$ cat config.mk
export PLATFORM = sky130hd
export DESIGN_NAME = swt_stopwatch
export DESIGN_NICKNAME = d
export VERILOG_FILES = /design/src/shared/swt_pkg.sv /design/src/rtl/swt_stopwatch.sv
export SDC_FILE = /design/constraint.sdc
export NUM_CORES = 1
export LEC_CHECK = 0
export ABC_AREA = 1
export BUFFER_PORTS_ARGS = -buffer_cell sky130_fd_sc_hd__buf_4
export CELL_PAD_IN_SITES_DETAIL_PLACEMENT = 0
export CELL_PAD_IN_SITES_GLOBAL_PLACEMENT = 2
export CORE_MARGIN = 5
export CORE_UTILIZATION = 20
export CTS_CLUSTER_SIZE = 28
export DETAILED_ROUTE_END_ITERATION = 10
export PLACE_DENSITY_LB_ADDON = 0.1
export SETUP_SLACK_MARGIN = 0.1
export SKIP_LAST_GASP = 1
export SLEW_MARGIN = 20
export SYNTH_ARGS = -nofsm -noshare
export SYNTH_HDL_FRONTEND = slang
export SYNTH_SLANG_ARGS = --single-unit
$ cat constraint.sdc
create_clock -name ref_clk_i -period 1.6 [get_ports ref_clk_i]
set_input_delay 0.16 -clock ref_clk_i [delete_from_list [all_inputs] [get_ports ref_clk_i]]
set_output_delay 0.16 -clock ref_clk_i [all_outputs]
set_load 0.05 [all_outputs]
$ cat src/shared/swt_pkg.sv
// Register map, field layout and step patterns of the stopwatch timer
`default_nettype none

package swt_pkg;

  localparam int unsigned ADDR_W = 18;
  localparam int unsigned DATA_W = 32;
  localparam int unsigned DIG_W  = 4;

  // Register indices; the byte address is four times the index
  localparam logic [15:0] IDX_CTRL  = 16'hff7c;
  localparam logic [15:0] IDX_HUND  = 16'hff7d;
  localparam logic [15:0] IDX_TENTH = 16'hff7e;
  localparam logic [15:0] IDX_MASK  = 16'hffe7;
  localparam logic [15:0] IDX_FLAGS = 16'hfff7;

  localparam logic [ADDR_W-1:0] ADDR_CTRL  = {IDX_CTRL, 2'h0};
  localparam logic [ADDR_W-1:0] ADDR_HUND  = {IDX_HUND, 2'h0};
  localparam logic [ADDR_W-1:0] ADDR_TENTH = {IDX_TENTH, 2'h0};
  localparam logic [ADDR_W-1:0] ADDR_MASK  = {IDX_MASK, 2'h0};
  localparam logic [ADDR_W-1:0] ADDR_FLAGS = {IDX_FLAGS, 2'h0};

  // Field positions
  localparam int unsigned BIT_RUN    = 0;
  localparam int unsigned BIT_CLEAR  = 1;
  localparam int unsigned BIT_TENTH  = 0;
  localparam int unsigned BIT_SECOND = 1;

  // Reset values
  localparam logic [DIG_W-1:0] RST_DIGIT = 4'h0;
  localparam logic             RST_RUN   = 1'h0;
  localparam logic [1:0]       RST_MASK  = 2'h0;
  localparam logic [1:0]       RST_FLAGS = 2'h0;

  localparam logic [DIG_W-1:0] DIGIT_MAX = 4'h9;

  // Bit i set: step leaving digit value i waits three ticks, else two
  localparam logic [9:0] PAT_SHORT = 10'h2aa;
  localparam logic [9:0] PAT_LONG  = 10'h1ad;
  // Bit i set: tenth number i lasts 26 ticks, else 25
  localparam logic [9:0] PAT_TENTH = 10'h1ad;

  localparam logic [1:0] TICKS_SHORT = 2'h2;
  localparam logic [1:0] TICKS_LONG  = 2'h3;
  localparam logic [4:0] CYC_SHORT   = 5'h19;
  localparam logic [4:0] CYC_LONG    = 5'h1a;
  localparam logic [8:0] SEC_TICKS   = 9'h100;

  typedef struct packed {
    logic              read;
    logic              write;
    logic [ADDR_W-1:0] address;
    logic [3:0]        byteenable;
    logic [DATA_W-1:0] writedata;
  } swt_avs_req_t;

  typedef struct packed {
    logic second;
    logic tenth;
  } swt_irq_t;

endpackage : swt_pkg

`default_nettype wire

$ cat src/rtl/swt_stopwatch.sv
// Two-digit BCD stopwatch timer with Avalon-MM register slave
`timescale 1ns/10ps
`default_nettype none

module swt_stopwatch (
  input  wire logic                        ref_clk_i,
  input  wire logic                        nrst_i,
  input  wire logic                        tick_256_i,
  input  wire swt_pkg::swt_avs_req_t       avs_req_i,
  output logic [swt_pkg::DATA_W-1:0]       avs_readdata_o,
  output logic                             avs_waitrequest_o,
  output swt_pkg::swt_irq_t                irq_o
);
  import swt_pkg::*;

  logic [DIG_W-1:0]  hund_q;
  logic [DIG_W-1:0]  tenth_q;
  logic [1:0]        tick_cnt_q;
  logic              run_q;
  logic [1:0]        mask_q;
  logic [1:0]        flags_q;
  logic              ack_q;
  logic [DATA_W-1:0] rdata_q;
  swt_irq_t          irq_q;

  logic              req;
  logic              wr_acc;
  logic              wr_lane;
  logic              wr_ctrl;
  logic              wr_mask;
  logic              wr_flags;
  logic              clear_wr;
  logic              long_tenth;
  logic              three_ticks;
  logic [1:0]        interval;
  logic              run_tick;
  logic              step;
  logic              hund_wrap;
  logic              tenth_wrap;
  logic [1:0]        flags_set;
  logic [1:0]        flags_clr;
  logic [DATA_W-1:0] rdata_d;

  // Bus slave: one wait cycle, then accept
  assign req               = avs_req_i.read | avs_req_i.write;
  assign avs_waitrequest_o = req & ~ack_q;
  assign wr_acc            = avs_req_i.write & ack_q;
  assign wr_lane           = wr_acc & avs_req_i.byteenable[0];
  assign wr_ctrl           = wr_lane & (avs_req_i.address == ADDR_CTRL);
  assign wr_mask           = wr_lane & (avs_req_i.address == ADDR_MASK);
  assign wr_flags          = wr_lane & (avs_req_i.address == ADDR_FLAGS);
  assign clear_wr          = wr_ctrl & avs_req_i.writedata[BIT_CLEAR];

  always_ff @(posedge ref_clk_i or negedge nrst_i) begin
    if (!nrst_i) begin
      ack_q <= 1'b0;
    end else begin
      ack_q <= req & ~ack_q;
    end
  end

  // Step pattern: interval chosen by tenth length and hundredths value
  assign long_tenth  = PAT_TENTH[tenth_q];
  assign three_ticks = long_tenth ? PAT_LONG[hund_q]
                                  : PAT_SHORT[hund_q];
  assign interval    = three_ticks ? TICKS_LONG : TICKS_SHORT;
  assign run_tick    = tick_256_i & run_q;
  assign step        = run_tick & (tick_cnt_q == interval - 2'h1);
  assign hund_wrap   = step & (hund_q == DIGIT_MAX);
  assign tenth_wrap  = hund_wrap & (tenth_q == DIGIT_MAX);

  always_ff @(posedge ref_clk_i or negedge nrst_i) begin
    if (!nrst_i) begin
      tick_cnt_q <= 2'h0;
    end else if (clear_wr || step) begin
      tick_cnt_q <= 2'h0;
    end else if (run_tick) begin
      tick_cnt_q <= tick_cnt_q + 2'h1;
    end
  end

  // Clear overrides a step in the same cycle; the same CTRL write also loads run from bit 0
  always_ff @(posedge ref_clk_i or negedge nrst_i) begin
    if (!nrst_i) begin
      hund_q <= RST_DIGIT;
    end else if (clear_wr) begin
      hund_q <= RST_DIGIT;
    end else if (step) begin
      hund_q <= hund_wrap ? RST_DIGIT : hund_q + 4'h1;
    end
  end

  always_ff @(posedge ref_clk_i or negedge nrst_i) begin
    if (!nrst_i) begin
      tenth_q <= RST_DIGIT;
    end else if (clear_wr) begin
      tenth_q <= RST_DIGIT;
    end else if (hund_wrap) begin
      tenth_q <= tenth_wrap ? RST_DIGIT : tenth_q + 4'h1;
    end
  end

  always_ff @(posedge ref_clk_i or negedge nrst_i) begin
    if (!nrst_i) begin
      run_q <= RST_RUN;
    end else if (wr_ctrl) begin
      run_q <= avs_req_i.writedata[BIT_RUN];
    end
  end

  always_ff @(posedge ref_clk_i or negedge nrst_i) begin
    if (!nrst_i) begin
      mask_q <= RST_MASK;
    end else if (wr_mask) begin
      mask_q <= avs_req_i.writedata[1:0];
    end
  end

  // Set beats write-one-clear so an event in the clear cycle survives
  assign flags_set[BIT_TENTH]  = hund_wrap;
  assign flags_set[BIT_SECOND] = tenth_wrap;
  assign flags_clr = wr_flags ? avs_req_i.writedata[1:0] : 2'h0;

  always_ff @(posedge ref_clk_i or negedge nrst_i) begin
    if (!nrst_i) begin
      flags_q <= RST_FLAGS;
    end else begin
      flags_q <= (flags_q & ~flags_clr) | flags_set;
    end
  end

  // Request is a level: stays up until flag cleared or masked
  always_ff @(posedge ref_clk_i or negedge nrst_i) begin
    if (!nrst_i) begin
      irq_q <= '0;
    end else begin
      irq_q.tenth  <= flags_q[BIT_TENTH] & mask_q[BIT_TENTH];
      irq_q.second <= flags_q[BIT_SECOND] & mask_q[BIT_SECOND];
    end
  end
  assign irq_o = irq_q;

  // Read data captured in the wait cycle; unmapped reads give zero
  always_comb begin
    rdata_d = '0;
    case (avs_req_i.address)
      ADDR_CTRL:  rdata_d[BIT_RUN] = run_q;
      ADDR_HUND:  rdata_d[DIG_W-1:0] = hund_q;
      ADDR_TENTH: rdata_d[DIG_W-1:0] = tenth_q;
      ADDR_MASK:  rdata_d[1:0] = mask_q;
      ADDR_FLAGS: rdata_d[1:0] = flags_q;
      default:    rdata_d = '0;
    endcase
  end

  always_ff @(posedge ref_clk_i or negedge nrst_i) begin
    if (!nrst_i) begin
      rdata_q <= '0;
    end else if (avs_req_i.read && !ack_q) begin
      rdata_q <= rdata_d;
    end
  end
  assign avs_readdata_o = rdata_q;

  // Helper counters seen only by the checks below
  logic [1:0] chk_gap_q;
  logic [4:0] chk_cyc_q;
  logic [8:0] chk_sec_q;

  always_ff @(posedge ref_clk_i or negedge nrst_i) begin
    if (!nrst_i) begin
      chk_gap_q <= 2'h0;
      chk_cyc_q <= 5'h0;
      chk_sec_q <= 9'h0;
    end else begin
      if (clear_wr || step) begin
        chk_gap_q <= 2'h0;
      end else if (run_tick && chk_gap_q != 2'h3) begin
        chk_gap_q <= chk_gap_q + 2'h1;
      end
      if (clear_wr || hund_wrap) begin
        chk_cyc_q <= 5'h0;
      end else if (run_tick) begin
        chk_cyc_q <= chk_cyc_q + 5'h1;
      end
      if (clear_wr || tenth_wrap) begin
        chk_sec_q <= 9'h0;
      end else if (run_tick) begin
        chk_sec_q <= chk_sec_q + 9'h1;
      end
    end
  end
endmodule : swt_stopwatch

`default_nettype wire

==> results.json <==
{
  "finalWorstPathRequiredPeriod_ns": 1.59,
  "finish.net_count": 366,
  "max_incr_delay_on_cp_ns": 0.43,
  "tritoncts.num_buffers": 3,
  "mux_share_of_post_synthesis_cell_area_pct": 0,
  "hold_path.class": "input port to flop",
  "vias": 1631,
  "wl_mm": 4.81,
  "cts.clk_slew.worst_paths_ns": 0.09,
  "status": "complete, no violations",
  "timing.critical_path.max_delay_family": "simple AND/OR/NAND/NOR gates",
  "synth-seq-area-share_pct": 32.3,
  "synth_simple_gate_area_share_pct": 38.6,
  "synthesis_to_finish_area_growth_pct": 34.7,
  "die_h_um": 102,
  "synth-seq-cells": 22,
  "utilization_pct": 27.8,
  "clkLatencyLatePin_ns": 0.27,
  "detailedPlacementHpwl_mm": 3.93,
  "route.detailed.drc": 0,
  "vias_in_the_first_global_route": 1592,
  "criticalPathCategory": "flop to flop",
  "clock_tree_from_tritoncts": "yes",
  "grt_pass1_wl_mm": 7.89,
  "drt-vias-per-instance": 4.02,
  "post-place-cells": 398,
  "drv_cap": 0,
  "post_synth_fa_ha_maj_area_fraction_pct": 2.94,
  "netlist_top_cells_area": "sky130_fd_sc_hd__dfrtp_1 (32%), sky130_fd_sc_hd__buf_4 (12%), sky130_fd_sc_hd__nand2_1 (11%), sky130_fd_sc_hd__inv_1 (7.5%), sky130_fd_sc_hd__nand3_1 (6.2%)",
  "worst_path_max_delay_cell": "sky130_fd_sc_hd__dfrtp_1",
  "min_period_over_period_pct": 99.4,
  "max-vdd-ir-drop_v": 0.000210,
  "stdcell_count": 406,
  "unrepaired_setup_endpoints_after_global_routing": "yes",
  "insertedDiodeCount": 0,
  "gpl.final_weighted_congestion": 0.709,
  "cts.root.buffer_cell": "sky130_fd_sc_hd__clkbuf_8",
  "timing.critical_path.fanout_max": 4,
  "timing_max_transition_violations_final": 0,
  "worst-endpoint-arrival_ns": 1.76,
  "dieArea_mm2": 0.0105,
  "netlist.top_cell.by_area": "sky130_fd_sc_hd__dfrtp_1",
  "place.port_buffers": 32,
  "start_util_pct": 20.6,
  "report.final.setup_viol": 0,
  "io_pins": 94,
  "crit_chain": "buf_6 -> nand2_1 -> inv_1 -> o21bai_2 -> nand2_2 -> nand2_2 -> nand2_2 -> nand3_1 -> nand2_2 -> inv_2 -> nand2_1 -> nand2_1",
  "maxClockFrequency_ghz": 0.629,
  "power.static_leakage_uw": 0.00127,
  "finalHoldViolations": 0,
  "synthesis.instances": 239,
  "yosysWarnings": 0,
  "track_usage_pct": 9.64,
  "critical_path.most_common_cell": "sky130_fd_sc_hd__nand2_2",
  "grt_max_degree": 23,
  "die_w_um": 102,
  "netlist_area_mm2": 0.00170,
  "synth_top_area_share_pct": 32.3,
  "wl_per_cell_um": 11.8,
  "dr.pass1.iters": 4,
  "yosysUniqueCellTypes": 25,
  "cellPowerDensity_mw_per_mm2": 598,
  "cp-start-kind": "flop",
  "skew_ns": 0.00410,
  "post-place-ws_ns": -0.0108,
  "clock_tree.htree_level_count": 1,
  "core_region_area_mm2": 0.00826,
  "postSynthAreaPerCell_um2": 7.13,
  "final_global_route_overflow_total": 0,
  "dr.first_iter.drc_count": 36,
  "clockBufferDepth": 2,
  "synth_top_family_by_area": "simple AND/OR/NAND/NOR gates",
  "worst-path-buf-inv": 3,
  "tritoncts_num_sinks": 22,
  "fin_ws_ns": 0.0103,
  "cp-end-kind": "flop",
  "ant_nets": 0,
  "antenna_found_initial": 0,
  "synth-compound-area-share_pct": 3.53,
  "cp_data_required_time_ns": 1.77,
  "post_route_cells_drive_above_1_share_pct": 30.2,
  "fp-row-count": 33,
  "synth-xor-area-share_pct": 2.06
}
-- per-stage QoR --
step	TNS (ns)	total power, µW	cell area [µm²]	hold slack, ns
3_3_place_gp	-0.00339	1000	2140	0.0904
3_5_place_dp	-0.0204	1000	2140	0.0878
5_1_grt	-0.966	1440	2290	0.184
6_report	0	1370	2290	0.170
2_1_floorplan	0	924	1800	-0.136
4_1_cts	-0.0806	1390	2240	0.162
-- flip-flops by register name, indices dropped and copies added (netlist names) --
register	flops
mask_q	2
tick_cnt_q	2
flags_q	2
tenth_q	4
irq_o	2
hund_q	4
ack_q	1
avs_readdata_o	4
run_q	1
-- repair_timing --
item / 4_1_cts / 5_1_grt
setup endpoints to repair: 12 / 12
endpoints found under the hold margin: 22 / 0
buffers inserted: 3 / 1
hold buffers: 1 / 0
pin swaps: 11 / 8
resized for setup: 7 / 11
-- cells in the final DEF (no fill, tap or decap) --
cell type,count
sky130_fd_sc_hd__a21oi_1,3
sky130_fd_sc_hd__a21oi_2,1
sky130_fd_sc_hd__a31oi_1,2
sky130_fd_sc_hd__buf_4,58
sky130_fd_sc_hd__buf_6,1
sky130_fd_sc_hd__clkbuf_8,3
sky130_fd_sc_hd__conb_1,28
sky130_fd_sc_hd__dfrtp_1,22
sky130_fd_sc_hd__dlygate4sd3_1,1
sky130_fd_sc_hd__ha_1,3
sky130_fd_sc_hd__ha_4,1
sky130_fd_sc_hd__inv_1,33
sky130_fd_sc_hd__inv_2,3
sky130_fd_sc_hd__nand2_1,45
sky130_fd_sc_hd__nand2_2,8
sky130_fd_sc_hd__nand2_4,2
sky130_fd_sc_hd__nand3_1,21
sky130_fd_sc_hd__nand3_4,1
sky130_fd_sc_hd__nand4_1,16
sky130_fd_sc_hd__nand4_2,2
sky130_fd_sc_hd__nor2_1,20
sky130_fd_sc_hd__nor2_2,3
sky130_fd_sc_hd__nor2_4,3
sky130_fd_sc_hd__nor3_1,6
sky130_fd_sc_hd__nor3_2,3
sky130_fd_sc_hd__nor3_4,1
sky130_fd_sc_hd__nor3b_1,2
sky130_fd_sc_hd__o21ai_0,3
sky130_fd_sc_hd__o21ai_1,1
sky130_fd_sc_hd__o21bai_2,1
sky130_fd_sc_hd__xor2_1,4
-- synthesized netlist by cell type --
library cell and instances:
sky130_fd_sc_hd__nor3b_1 2, sky130_fd_sc_hd__a31oi_1 2, sky130_fd_sc_hd__buf_4 28, sky130_fd_sc_hd__nor2_2 4
sky130_fd_sc_hd__nand3_1 21, sky130_fd_sc_hd__nand4_1 16, sky130_fd_sc_hd__nor3_4 1, sky130_fd_sc_hd__nand4_2 2
sky130_fd_sc_hd__nand2_2 6, sky130_fd_sc_hd__o21bai_1 1, sky130_fd_sc_hd__inv_2 2, sky130_fd_sc_hd__conb_1 1
sky130_fd_sc_hd__o21ai_1 1, sky130_fd_sc_hd__dfrtp_1 22, sky130_fd_sc_hd__nand2_1 49, sky130_fd_sc_hd__xor2_1 4
sky130_fd_sc_hd__nand3_2 1, sky130_fd_sc_hd__nor2_4 1, sky130_fd_sc_hd__nor2_1 21, sky130_fd_sc_hd__inv_1 34
sky130_fd_sc_hd__ha_1 4, sky130_fd_sc_hd__nor3_1 8, sky130_fd_sc_hd__nor3_2 1, sky130_fd_sc_hd__a21oi_1 4
sky130_fd_sc_hd__o21ai_0 3
-- worst paths after layout --
| path | startpoint | end | slack (ns) | depth (start not counted) |
|---|---|---|---|---|
| setup / recovery | tenth_q[0]$_DFFE_PN0P_ | hund_q[3]$_DFFE_PN0P_ | 0.01 | 12 |
| hold / removal | avs_req_i[54] | ack_q$_DFF_PN0_ | 0.17 | 3 |
| setup reg to reg | tenth_q[0]$_DFFE_PN0P_ | hund_q[3]$_DFFE_PN0P_ | 0.01 | 12 |
| hold reg to reg | ack_q$_DFF_PN0_ | ack_q$_DFF_PN0_ | 0.47 | 1 |
| max in group asynchronous | nrst_i | mask_q[1]$_DFFE_PN0P_ | 1.04 | 2 |
| min in group asynchronous | nrst_i | tick_cnt_q[1]$_DFFE_PN0P_ | 0.32 | 2 |
-- cell families (layout without fill, tap and decap cells) --
| logic type | count (synthesis) | count (layout) |
|---|---|---|
| buf+inv | 64 | 99 |
| simple gates | 133 | 133 |
| compound gates | 11 | 11 |
| other cells | 1 | 28 |
| xor+xnor | 4 | 4 |
| fa+ha+maj | 4 | 4 |
| flops | 22 | 22 |
-- per-layer routing --
| layer | track usage, % | share of wire, % | wire length [µm] |
|---|---|---|---|
| met1 | 14.4 | 51 | 2450 |
| met2 | 14.2 | 42 | 2040 |
| met3 | 1.64 | 5.6 | 269 |
| met4 | 2.72 | 1.0 | 50 |
| met5 | 0 | 0 | 0 |
-- area by class of cell --
cell class                 instances  area, µm²
clock buffer                       3       41.3
fill                             940       5960
inverter                          36        135
multi-input combinational        180        978
sequential                        22        551
tap                              105        131
timing repair buffer              60        457
-- worst reg2reg max path, delay by kind of cell, from the launching register on --
kind / cells / cell delay, ns
flip-flops: 1 / 0.43
AND/OR/NAND/NOR: 8 / 0.62
AO/OA/AOI/OAI: 1 / 0.19
buffers and inverters: 3 / 0.26
-- power breakdown --
group | switching (µW) | total (µW) | leakage, µW | internal, µW
Combinational | 303 | 403 | 0.000953 | 100
Sequential | 13.0 | 589 | 0.000293 | 576
Clock | 210 | 379 | 0.0000216 | 169
Total | 525 | 1370 | 0.00127 | 845
No activity file was read; power rests on OpenSTA's default activity.
